### config.mk
export PLATFORM = sky130hd
export DESIGN_NAME = qom_register_bank
export DESIGN_NICKNAME = d
export VERILOG_FILES = /design/src/verilog/qom_pkg.sv /design/src/verilog/qom_register_bank.sv /design/src/verilog/qom_bit_rate.sv /design/src/verilog/qom_watchdog.sv
export SDC_FILE = /design/constraint.sdc
export NUM_CORES = 1
export LEC_CHECK = 0
export ABC_AREA = 1
export BUFFER_PORTS_ARGS = -buffer_cell sky130_fd_sc_hd__buf_4
export CAP_MARGIN = 20
export CORE_ASPECT_RATIO = 1.75
export CORE_MARGIN = 2
export CORE_UTILIZATION = 47
export DETAILED_ROUTE_END_ITERATION = 6
export PLACE_DENSITY = 0.78
export SYNTH_ARGS = -nofsm -noshare
export SYNTH_HDL_FRONTEND = slang
export SYNTH_HIERARCHICAL = 1
export SYNTH_SLANG_ARGS = --single-unit
### constraint.sdc
create_clock -name ref_clk -period 2.9 [get_ports ref_clk]
set_clock_uncertainty 0.05 [all_clocks]
set_input_delay 0.87 -clock ref_clk [delete_from_list [all_inputs] [get_ports ref_clk]]
set_output_delay 0.87 -clock ref_clk [all_outputs]
set_load 0.005 [all_outputs]
### src/verilog/qom_pkg.sv
// qom_pkg: shared constants and carrier types of the quad output register bank
package qom_pkg;

  // register spaces and counts
  localparam int          NUM_CHAN        = 4;
  localparam logic [15:0] IN_MODULE_STATUS = 16'h0000;
  localparam logic [15:0] IN_RANGE_BASE   = 16'h0001;
  localparam logic [15:0] IN_COUNT_BASE   = 16'h0005;
  localparam logic [15:0] IN_LAST         = 16'h0008;
  localparam logic [15:0] HR_NODE_ADDRESS = 16'h0000;
  localparam logic [15:0] HR_BIT_RATE     = 16'h0001;
  localparam logic [15:0] HR_PARITY       = 16'h0002;
  localparam logic [15:0] HR_WDOG_TIME    = 16'h0003;

  // module status field positions
  localparam int ST_FLASH_ERR   = 15;
  localparam int ST_UNUSED      = 14;
  localparam int ST_DEFAULT_MD  = 13;
  localparam int ST_WDOG_FAULT  = 0;

  // reset values and legal ranges
  localparam logic [15:0] NODE_ADDR_RESET = 16'h00f7;
  localparam logic [15:0] NODE_ADDR_MIN   = 16'h0001;
  localparam logic [15:0] NODE_ADDR_MAX   = 16'h00f7;
  localparam logic [15:0] BIT_RATE_RESET  = 16'h0002;
  localparam logic [15:0] BIT_RATE_MAX    = 16'h0006;
  localparam logic [15:0] PARITY_RESET    = 16'h0000;
  localparam logic [15:0] PARITY_MAX      = 16'h0002;
  localparam logic [15:0] WDOG_TIME_RESET = 16'h0000;

  // parity modes
  localparam logic [1:0] PARITY_NONE = 2'h0;
  localparam logic [1:0] PARITY_ODD  = 2'h1;
  localparam logic [1:0] PARITY_EVEN = 2'h2;

  // bit rates per code, in bits per second
  localparam int BAUD_0 = 2400;
  localparam int BAUD_1 = 4800;
  localparam int BAUD_2 = 9600;
  localparam int BAUD_3 = 14400;
  localparam int BAUD_4 = 19200;
  localparam int BAUD_5 = 28800;
  localparam int BAUD_6 = 38400;

  // clock and watchdog time unit
  localparam int CLK_FREQ_HZ  = 50_000_000;
  localparam int WDOG_UNIT_MS = 1;

  // exception codes returned with a refused access
  localparam logic [7:0] EXC_NONE      = 8'h00;
  localparam logic [7:0] EXC_FUNCTION  = 8'h01;
  localparam logic [7:0] EXC_ADDRESS   = 8'h02;
  localparam logic [7:0] EXC_VALUE     = 8'h03;

  typedef enum logic {
    SPACE_INPUT,
    SPACE_HOLDING
  } qom_space_t;

  typedef struct packed {
    logic        write;
    qom_space_t  space;
    logic [15:0] addr;
    logic [15:0] wdata;
  } qom_req_t;

  typedef struct packed {
    logic [15:0] data;
    logic [7:0]  exc;
  } qom_rsp_t;

  typedef struct packed {
    logic [1:0]  range;
    logic [15:0] count;
  } qom_chan_t;

endpackage

### src/verilog/qom_register_bank.sv
// qom_register_bank: input and holding registers of the quad output module
// What this block does
// - status bit 15 flags flash checksum error
// - status bit 13 shows default mode
// - status bit 0 flags watchdog timeout
// - current variant range code in bits 1:0
// - voltage variant range code in bits 1:0
// - channel status at input offsets 1-4
// - raw converter counts at offsets 5-8
// - node address 1 to 247, default 247
// - baud code selects bit rate, default 9600
// - parity code none, odd, even; default none
// - watchdog time zero disables the timer
// - timeout drive overrides alarm and direct
`timescale 1ns/1ps
`default_nettype none
module qom_register_bank #(
  parameter int CLK_HZ = qom_pkg::CLK_FREQ_HZ
) (
  input  wire logic                  ref_clk,
  input  wire logic                  rst_n,
  input  wire logic                  req_valid,
  input  wire qom_pkg::qom_req_t     req,
  output logic                       rsp_valid,
  output qom_pkg::qom_rsp_t          rsp,
  input  wire logic                  flash_cksum_err,
  input  wire logic                  default_mode,
  input  wire qom_pkg::qom_chan_t [3:0] chan_in,
  input  wire logic [3:0][15:0]      direct_level,
  input  wire logic [3:0]            alarm_active,
  input  wire logic [3:0][15:0]      alarm_level,
  input  wire logic [3:0][15:0]      timeout_level,
  output logic [3:0][15:0]           chan_drive,
  output logic [7:0]                 node_address,
  output logic [1:0]                 parity_mode,
  output logic                       bit_tick,
  output logic                       wdog_fault
);

  ////////////////////////////////////////////////////////////////////////////
  // timing

  localparam int WDOG_UNIT_CYCLES = CLK_HZ / 1000 * qom_pkg::WDOG_UNIT_MS;

  ////////////////////////////////////////////////////////////////////////////
  // state

  logic [15:0] node_address_r;
  logic [15:0] bit_rate_r;
  logic [15:0] parity_r;
  logic [15:0] wdog_time_r;
  logic [15:0] next_node_address;
  logic [15:0] next_bit_rate;
  logic [15:0] next_parity;
  logic [15:0] next_wdog_time;

  logic        fault;
  logic        next_fault;
  logic        wdog_expired;

  logic        rsp_valid_r;
  logic        next_rsp_valid;
  logic [15:0] rsp_data_r;
  logic [15:0] next_rsp_data;
  logic [7:0]  rsp_exc_r;
  logic [7:0]  next_rsp_exc;

  logic [15:0] status_word;
  logic [15:0] in_data;
  logic        in_hit;
  logic [15:0] hr_data;
  logic        hr_hit;
  logic [15:0] in_index;

  ////////////////////////////////////////////////////////////////////////////
  // module status word

  always_comb begin
    status_word = 16'h0000; // unused bits 12:1 stay zero
    status_word[qom_pkg::ST_FLASH_ERR]  = flash_cksum_err;
    status_word[qom_pkg::ST_UNUSED]     = 1'b0;
    status_word[qom_pkg::ST_DEFAULT_MD] = default_mode;
    status_word[qom_pkg::ST_WDOG_FAULT] = fault;
  end

  ////////////////////////////////////////////////////////////////////////////
  // input register read decode

  always_comb begin
    in_data  = 16'h0000;
    in_hit   = 1'b1;
    in_index = 16'h0000;
    if (req.addr == qom_pkg::IN_MODULE_STATUS) begin
      in_data = status_word;
    end else if (req.addr < qom_pkg::IN_COUNT_BASE) begin
      // one layout for all four channels; range code read as is
      in_index = req.addr - qom_pkg::IN_RANGE_BASE;
      in_data  = {14'h0000, chan_in[in_index[1:0]].range};
    end else if (req.addr <= qom_pkg::IN_LAST) begin
      in_index = req.addr - qom_pkg::IN_COUNT_BASE;
      in_data  = chan_in[in_index[1:0]].count;
    end else begin
      in_hit = 1'b0;
    end
  end

  ////////////////////////////////////////////////////////////////////////////
  // holding register read decode

  always_comb begin
    hr_data = 16'h0000;
    hr_hit  = 1'b1;
    case (req.addr)
      qom_pkg::HR_NODE_ADDRESS: hr_data = node_address_r;
      qom_pkg::HR_BIT_RATE:     hr_data = bit_rate_r;
      qom_pkg::HR_PARITY:       hr_data = parity_r;
      qom_pkg::HR_WDOG_TIME:    hr_data = wdog_time_r;
      default:                  hr_hit  = 1'b0;
    endcase
  end

  ////////////////////////////////////////////////////////////////////////////
  // access handling: writes commit and the answer registers at the same request edge

  always_comb begin
    next_node_address = node_address_r;
    next_bit_rate     = bit_rate_r;
    next_parity       = parity_r;
    next_wdog_time    = wdog_time_r;
    next_rsp_valid    = req_valid;
    next_rsp_data     = 16'h0000;
    next_rsp_exc      = qom_pkg::EXC_NONE;
    if (req_valid) begin
      if (req.space == qom_pkg::SPACE_INPUT) begin
        if (req.write) begin
          next_rsp_exc = qom_pkg::EXC_FUNCTION;
        end else if (!in_hit) begin
          next_rsp_exc = qom_pkg::EXC_ADDRESS;
        end else begin
          next_rsp_data = in_data;
        end
      end else if (!hr_hit) begin
        next_rsp_exc = qom_pkg::EXC_ADDRESS;
      end else if (!req.write) begin
        next_rsp_data = hr_data;
      end else begin
        // a refused value leaves the register untouched
        next_rsp_data = req.wdata;
        case (req.addr)
          qom_pkg::HR_NODE_ADDRESS: begin
            if (req.wdata >= qom_pkg::NODE_ADDR_MIN &&
                req.wdata <= qom_pkg::NODE_ADDR_MAX) begin
              next_node_address = req.wdata;
            end else begin
              next_rsp_exc = qom_pkg::EXC_VALUE;
            end
          end
          qom_pkg::HR_BIT_RATE: begin
            if (req.wdata <= qom_pkg::BIT_RATE_MAX) begin
              next_bit_rate = req.wdata;
            end else begin
              next_rsp_exc = qom_pkg::EXC_VALUE;
            end
          end
          qom_pkg::HR_PARITY: begin
            if (req.wdata <= qom_pkg::PARITY_MAX) begin
              next_parity = req.wdata;
            end else begin
              next_rsp_exc = qom_pkg::EXC_VALUE;
            end
          end
          qom_pkg::HR_WDOG_TIME: begin
            next_wdog_time = req.wdata;
          end
          default: begin
            next_rsp_exc = qom_pkg::EXC_ADDRESS;
          end
        endcase
      end
    end
  end

  always_ff @(posedge ref_clk) begin
    if (!rst_n) begin
      node_address_r <= qom_pkg::NODE_ADDR_RESET;
      bit_rate_r     <= qom_pkg::BIT_RATE_RESET;
      parity_r       <= qom_pkg::PARITY_RESET;
      wdog_time_r    <= qom_pkg::WDOG_TIME_RESET;
      rsp_valid_r    <= 1'b0;
      rsp_data_r     <= 16'h0000;
      rsp_exc_r      <= qom_pkg::EXC_NONE;
    end else begin
      node_address_r <= next_node_address;
      bit_rate_r     <= next_bit_rate;
      parity_r       <= next_parity;
      wdog_time_r    <= next_wdog_time;
      rsp_valid_r    <= next_rsp_valid;
      rsp_data_r     <= next_rsp_data;
      rsp_exc_r      <= next_rsp_exc;
    end
  end

  ////////////////////////////////////////////////////////////////////////////
  // watchdog: any access to this node kicks it and clears a pending fault

  qom_watchdog #(
    .UNIT_CYCLES (WDOG_UNIT_CYCLES)
  ) u_watchdog (
    .ref_clk (ref_clk),
    .rst_n   (rst_n),
    .limit   (wdog_time_r),
    .kick    (req_valid),
    .expired (wdog_expired)
  );

  // an expiry in the clearing cycle wins over the clear
  always_comb begin
    next_fault = fault;
    if (req_valid) begin
      next_fault = 1'b0;
    end
    if (wdog_expired) begin
      next_fault = 1'b1;
    end
    if (wdog_time_r == 16'h0000) begin
      next_fault = 1'b0;
    end
  end

  always_ff @(posedge ref_clk) begin
    if (!rst_n) begin
      fault <= 1'b0;
    end else begin
      fault <= next_fault;
    end
  end

  ////////////////////////////////////////////////////////////////////////////
  // output drive priority per channel

  logic [3:0][15:0] drive_r;
  logic [3:0][15:0] next_drive;

  for (genvar ch = 0; ch < qom_pkg::NUM_CHAN; ch++) begin : g_chan
    always_comb begin
      if (fault) begin
        next_drive[ch] = timeout_level[ch];
      end else if (alarm_active[ch]) begin
        next_drive[ch] = alarm_level[ch];
      end else begin
        next_drive[ch] = direct_level[ch];
      end
    end
  end

  always_ff @(posedge ref_clk) begin
    if (!rst_n) begin
      drive_r <= '0;
    end else begin
      drive_r <= next_drive;
    end
  end

  ////////////////////////////////////////////////////////////////////////////
  // serial link settings

  qom_bit_rate #(
    .CLK_HZ (CLK_HZ)
  ) u_bit_rate (
    .ref_clk  (ref_clk),
    .rst_n    (rst_n),
    .code     (bit_rate_r[2:0]),
    .bit_tick (bit_tick)
  );

  ////////////////////////////////////////////////////////////////////////////
  // outputs

  assign rsp_valid    = rsp_valid_r;
  assign rsp.data     = rsp_data_r;
  assign rsp.exc      = rsp_exc_r;
  assign chan_drive   = drive_r;
  assign node_address = node_address_r[7:0];
  assign parity_mode  = parity_r[1:0];
  assign wdog_fault   = fault;

endmodule
`default_nettype wire

### src/verilog/qom_bit_rate.sv
// qom_bit_rate: one-cycle bit enable pulse at the rate that the baud code selects
`timescale 1ns/1ps
`default_nettype none
module qom_bit_rate #(
  parameter int CLK_HZ = qom_pkg::CLK_FREQ_HZ
) (
  input  wire logic       ref_clk,
  input  wire logic       rst_n,
  input  wire logic [2:0] code,
  output logic            bit_tick
);
  logic [15:0] div;
  logic [15:0] cnt;
  logic [15:0] next_cnt;

  // nearest whole divisor
  always_comb begin
    case (code)
      3'h0:    div = 16'((CLK_HZ + qom_pkg::BAUD_0 / 2) / qom_pkg::BAUD_0);
      3'h1:    div = 16'((CLK_HZ + qom_pkg::BAUD_1 / 2) / qom_pkg::BAUD_1);
      3'h2:    div = 16'((CLK_HZ + qom_pkg::BAUD_2 / 2) / qom_pkg::BAUD_2);
      3'h3:    div = 16'((CLK_HZ + qom_pkg::BAUD_3 / 2) / qom_pkg::BAUD_3);
      3'h4:    div = 16'((CLK_HZ + qom_pkg::BAUD_4 / 2) / qom_pkg::BAUD_4);
      3'h5:    div = 16'((CLK_HZ + qom_pkg::BAUD_5 / 2) / qom_pkg::BAUD_5);
      3'h6:    div = 16'((CLK_HZ + qom_pkg::BAUD_6 / 2) / qom_pkg::BAUD_6);
      default: div = 16'((CLK_HZ + qom_pkg::BAUD_2 / 2) / qom_pkg::BAUD_2);
    endcase
  end

  // a code change restarts cleanly because cnt is compared with >=
  always_comb begin
    next_cnt = cnt + 16'h0001;
    bit_tick = 1'b0;
    if (cnt >= div - 16'h0001) begin
      next_cnt = 16'h0000;
      bit_tick = 1'b1;
    end
  end

  always_ff @(posedge ref_clk) begin
    if (!rst_n) begin
      cnt <= 16'h0000;
    end else begin
      cnt <= next_cnt;
    end
  end
endmodule
`default_nettype wire

### src/verilog/qom_watchdog.sv
// qom_watchdog: unit prescaler and timeout counter of the output watchdog
`timescale 1ns/1ps
`default_nettype none
module qom_watchdog #(
  parameter int UNIT_CYCLES = 50_000
) (
  input  wire logic        ref_clk,
  input  wire logic        rst_n,
  input  wire logic [15:0] limit,
  input  wire logic        kick,
  output logic             expired
);
  logic [31:0] pre;
  logic [31:0] next_pre;
  logic [15:0] units;
  logic [15:0] next_units;
  logic        unit_tick;

  always_comb begin
    unit_tick  = (pre == 32'(UNIT_CYCLES - 1));
    next_pre   = unit_tick ? 32'h0000_0000 : pre + 32'h0000_0001;
    next_units = units;
    expired    = 1'b0;
    if (limit == 16'h0000 || kick) begin
      // zero time holds the timer off
      next_pre   = 32'h0000_0000;
      next_units = 16'h0000;
    end else if (unit_tick) begin
      if (units + 16'h0001 >= limit) begin
        expired    = 1'b1;
        next_units = 16'h0000;
      end else begin
        next_units = units + 16'h0001;
      end
    end
  end

  always_ff @(posedge ref_clk) begin
    if (!rst_n) begin
      pre   <= 32'h0000_0000;
      units <= 16'h0000;
    end else begin
      pre   <= next_pre;
      units <= next_units;
    end
  end
endmodule
`default_nettype wire

[Yosys cells after proc, flatten, opt, wreduce, memory -nomap -nowiden]
Cells that the tools add are included.
Word-level totals
  bits in registers: 218
  bits of input ports: 307
  output and inout port bits: 101
Cells by class
  add/sub/neg operators: 6
  magnitude comparators: 10
  equal/unequal tests: 9
  muxes and demuxes: 42
  bitwise gates (word level): 1
  reductions and logical operators: 16
Operators by type and width (count)
  2-to-1 mux 16 bit: 18
  case mux 15 bit (6 select lines): 1
  binary-select mux 18 bit (select 2 bit): 2
  case mux 16 bit (4 select lines): 1
  adder 16 x 1 -> 16 bit, second input constant: 2
  adder 32 x 1 -> 32 bit, second input constant: 1
  == test 16 x 2 -> 1 bit, second input constant: 2
  == test 32 x 16 -> 1 bit, second input constant: 1
  >= comparator 16 bit: 2
  logical NOT 16 bit: 2
  2-to-1 mux 18 bit: 1
  AND reduction 6 bit: 3
  == test 16 x 1 -> 1 bit, second input constant: 1
  >= comparator 16 x 1 -> 1 bit, second input constant: 1
  <= comparator 16 x 2 -> 1 bit, second input constant: 1
  <= comparator 16 x 3 -> 1 bit, second input constant: 1
  <= comparator 16 x 4 -> 1 bit, second input constant: 1
  <= comparator 16 x 8 -> 1 bit, second input constant: 1
  < comparator 16 x 3 -> 1 bit, second input constant: 1
  subtractor 15 x 1 -> 16 bit, second input constant: 1
  2-to-1 mux 2 bit: 7
  2-to-1 mux 1 bit: 10
  == test 3 bit, second input constant: 3
  2-to-1 mux 8 bit: 1
  15 further kinds: 19

[Logic depth before layout (Yosys ltp)]
  depth in word-level cells: 9
  gate-level depth with buffers: 20

[By module]
Netlist, hierarchy kept.
Modules (own cells, without submodules)
  qom_register_bank: instances 1, cells an instance 1136, area an instance 8002.7 µm², seq. area each 2962.8 µm²
  qom_watchdog: instances 1, cells an instance 575, area an instance 3380.7 µm², seq. area each 960.9 µm²
  qom_bit_rate: instances 1, cells an instance 192, area an instance 1323.8 µm², seq. area each 320.3 µm²

[Worst setup path after synthesis]
OpenSTA, ideal clock, no wires.
  path type: input to register
  start point: in req[16] in the netlist's numbering
  end point: reg parity_r[10]
  setup time: 0.115 ns
  arrival time: 2.672 ns
  required time: 2.735 ns
  path slack: 0.063 ns
  cell stages on the path: 13
  path buffers: 4
  path through: buf_2 clkinv_1 buf_1 ha_1 nand2_1 nor2_1 nand2_2 buf_6 nor2_4 nand4_4 nand2_2 buf_6 a21oi_2
On the way
  longest elaborated chain between the ends: 4
  elaborated cells between the ends (all ways): 7
RTL lines
  start: declaration: RTL line qom_register_bank.sv:23  | input wire qom_pkg::qom_req_t req,
  == test 16 x 2 -> 1 bit (tied with other cells): RTL line qom_register_bank.sv:113, qom_register_bank.sv:149
  OR reduction 4 bit (no line)
  2-to-1 mux 1 bit: RTL line qom_register_bank.sv:113  | case (req.addr)
  AND reduction 6 bit (no line) *
  end signal: assignment: RTL line qom_register_bank.sv:187  | parity_r <= qom_pkg::PARITY_RESET;
  end signal: assignment: RTL line qom_register_bank.sv:195  | parity_r <= next_parity;
  end: declaration: RTL line qom_register_bank.sv:50  | logic [15:0] parity_r;
Every way passes the cells marked *; elsewhere a longest branch is shown, timed or not.
A chain may end at the register's enable or synchronous reset.

[Final worst setup path]
  start point: reg bit_rate_r[2]
  end point: out bit_tick
On the way
  longest elaborated chain between the ends: 5
  elaborated cells between the ends (all ways): 10
RTL lines
  start: declaration: RTL line qom_register_bank.sv:49  | logic [15:0] bit_rate_r;
  start signal: assignment: RTL line qom_register_bank.sv:186  | bit_rate_r <= qom_pkg::BIT_RATE_RESET;
  start signal: assignment: RTL line qom_register_bank.sv:194  | bit_rate_r <= next_bit_rate;
  == test 3 bit (tied with other cells): RTL line qom_bit_rate.sv:18  | case (code)
  case mux 15 bit (6 select lines) *: RTL line qom_bit_rate.sv:18
  subtractor 15 x 1 -> 16 bit *: RTL line qom_bit_rate.sv:34  | if (cnt >= div - 16'h0001) begin
  >= comparator 16 bit *: RTL line qom_bit_rate.sv:34
  2-to-1 mux 1 bit *: RTL line qom_bit_rate.sv:34
  end: declaration: RTL line qom_register_bank.sv:36  | output logic bit_tick,
Marked as above.

==> metrics.yaml <==
run_status:
  status: "finished, violations left"
  violations: "negative setup slack"
route:
  drt_wl_total_um: 42100
  vias: 13500
  routedWlPerCell_um: 16.0
  ant_nets: 0
  drtIter0Drc: 641
  dr.pass1.iters: 6
  remaining_drc_errors: 0
  avgViaCountPerCell: 5.13
synthesis:
  synth_top_family_by_area: "simple AND/OR/NAND/NOR gates"
  synth_adder_area_share_pct: 4.04
  synth_sequential_area_ratio_pct: 33.4
  synth_area_sq_um: 12700
  synth_compound_area_share_pct: 14.5
  synth.distinct_cells: 46
  yosysWarnings: 6
  synth_seq_cells: 212
  synth-edff-count: 0
  synthArstFlopShare_pct: 0
  syn_avg_cell_area_sq_um: 6.68
  synth_xor_area_share_pct: 1.79
  ys.flop_type: "dfxtp_1"
  syn-instance-count: 1903
  yosys.area_share.simple_pct: 26.4
  synthMuxAreaShare_pct: 5.67
final_layout:
  final_util_pct: 63.7
  final_common_cell: "buf_4"
  final_cell_mix: "buf_4 (439), nand2_1 (382), inv_1 (340), dfxtp_1 (208), nor2_1 (203)"
  drive_gt1_share_pct: 27.8
  area_growth_pct: 33.4
  fin_nets: 2637
global_route:
  grt_use_total_pct: 28.5
  grt_first_pass_wirelength_um: 65200
  grt_max_degree: 100
  antenna_found_initial: 2
  grt_pass1_vias: 13300
  overflow: 0
die:
  rows: 79
  die_area_sq_um: 28400
  pin_count: 408
  die_h_um: 222
  initial_core_util_pct: 47.8
  core_sq_um: 26600
  die_x_um: 128
critical_path:
  end_kind: "primary output"
  cp_max_fo: 5
  worstPathRequired_ns: 1.98
  worstSetupStartpointType: "register"
  worstPathArrival_ns: 2.38
  critPathKind: "register to primary output"
sta:
  fin_setup_tns_ns: -5.26
  fin_crit_sh_pct: 114
  finalWorstSetupSlack_ns: -0.396
  setup_violations: 17
  slew_viol_final: 0
  hold_viol_final: 0
  rsz0062_at_grt: "yes"
  fin_crit_ns: 3.30
  worst_hold_slack_ns: 0.397
  timing.fmax_mhz: 303
  slew_headroom_pct: 45.1
  worst_pin_slew_ns: 0.823
min_path:
  worstHoldPathType: "register to register"
placed_design:
  hpwl_um: 33500
  finalWeightedCongestion: 0.967
  io_buffers: 401
  post-place-ws_ns: -0.0338
clock_network:
  cts_buffers: 22
  cts.sinks: 212
  clockBufferDepth: 3
  cts.clk_slew.worst_paths_ns: 0.06
  clk_latency_ns: 0.53
  root_buffer: "clkbuf_16"
  cts_max_level: 1
  cts_tree: "yes"
power_and_ir_drop:
  ir_worst_vdd_v: 0.000442
  power_leakage_nw: 8.23
  power_density_nw_per_um2: 411
run:
  cap_violations: 0
==> through the flow <==
| step | instance area, sq um | power, mW | cells |
|---|---|---|---|
| finish | 16900 | 6.97 | 2630 |
| CTS | 16800 | 7.02 | 2626 |
| global placement | 15900 | 3.92 | 2575 |
| global route | 16900 | 7.22 | 2630 |
| detailed placement | 15900 | 3.94 | 2575 |
| floorplan | 12700 | 3.42 | 1908 |
==> cells in the mapped netlist (4+ instances only) <==
| cell type | count | area, sq um |
|---|---|---|
| or2_2 | 4 | 25.0 |
| a21oi_2 | 11 | 96.3 |
| buf_1 | 5 | 18.8 |
| nand2_1 | 389 | 1460 |
| nand3b_1 | 4 | 30.0 |
| o21ai_0 | 144 | 721 |
| o22ai_1 | 30 | 188 |
| nor2_1 | 206 | 773 |
| clkbuf_1 | 43 | 161 |
| nand4_1 | 21 | 131 |
| nand3_1 | 77 | 385 |
| inv_1 | 345 | 1290 |
| and2_1 | 4 | 25.0 |
| xor2_1 | 16 | 140 |
| nor3_1 | 19 | 95.1 |
| nor2_2 | 20 | 125 |
| buf_2 | 14 | 70.1 |
| mux2_2 | 64 | 721 |
| dfxtp_1 | 212 | 4240 |
| nand2_2 | 11 | 68.8 |
| o21bai_1 | 6 | 45.0 |
| nor2_4 | 5 | 56.3 |
| buf_6 | 8 | 90.1 |
| a21oi_1 | 150 | 751 |
| xnor2_1 | 10 | 87.6 |
| buf_4 | 17 | 128 |
| ha_1 | 41 | 513 |
==> per-layer routing <==
| metal | share of wire (%) | wire length [um] | global-route usage [%] | vias up |
|---|---|---|---|---|
| met5 | 0.031 | 13 | 0 | - |
| met4 | 6.0 | 2510 | 16.4 | 2 |
| met3 | 7.1 | 3010 | 5.16 | 136 |
| met2 | 52 | 22000 | 53.7 | 588 |
| met1 | 35 | 14500 | 28.4 | 6038 |
| li1 | - | - | - | 6738 |
==> flip-flops by register name, indices dropped and copies added (netlist names), 16 cells and up <==
signal / cells
chan_drive: 64
u_watchdog/pre: 32
bit_rate_r: 16
node_address_r: 16
parity_r: 16
rsp_data_r: 16
u_bit_rate/cnt: 16
u_watchdog/units: 16
wdog_time_r: 16
==> worst max-delay path, cell delays in order (launching register included) <==
cell and delay [ns]:
dfxtp_4 0.38, nor2_4 0.15, buf_4 0.15, o21ai_2 0.06, o221ai_2 0.14, inv_1 0.06
ha_1 0.26, nand2_1 0.07, inv_2 0.04, nand2_1 0.07, nor2_1 0.04, nor2_1 0.09
nand2_1 0.09, nand2_2 0.08, nand2_2 0.06, buf_6 0.12
==> area by class of cell <==
type / instances / area [sq um]
clock inverter: 15 / 204
clock buffer: 25 / 582
multi-input combinational: 1258 / 6800
inverter: 350 / 1310
fill: 2398 / 9640
sequential: 212 / 4260
tap: 324 / 405
timing repair buffer: 445 / 3380
antenna: 1 / 2.50
==> worst paths after layout <==
path,start,endpoint,slack (ns),depth (start not counted)
worst max-delay path,bit_rate_r[2],bit_tick,-0.40,15
worst min-delay path,u_watchdog/pre[0],u_watchdog/pre[0],0.40,1
worst max register to register,bit_rate_r[2],u_bit_rate/cnt[4],-0.33,22
worst min register to register,u_watchdog/pre[0],u_watchdog/pre[0],0.40,1
==> power by group <==
group	leakage (nW)	switching, mW	total, mW	internal, mW
registers	1.73	0.0226	3.00	2.97
logic	6.12	0.387	0.886	0.499
clock network	0.375	1.27	3.08	1.82
==> cell families after synthesis <==
kind of cell / Yosys count
AO/OA/AOI/OAI: 346
XOR/XNOR: 26
adder cells (fa/ha/maj): 41
flip-flops: 212
multiplexers: 64
AND/OR/NAND/NOR: 774
other: 2
buffers and inverters: 438
==> what timing repair did <==
item | in CTS | in global routing
gates cloned | 0 | 0
resized for setup | 20 | 21
setup buffers | 11 | 3
pin swaps | 6 | 7
setup endpoints to repair | 1 | 34
hold buffers | 0 | 0
Power figures use the tool's default switching activity.
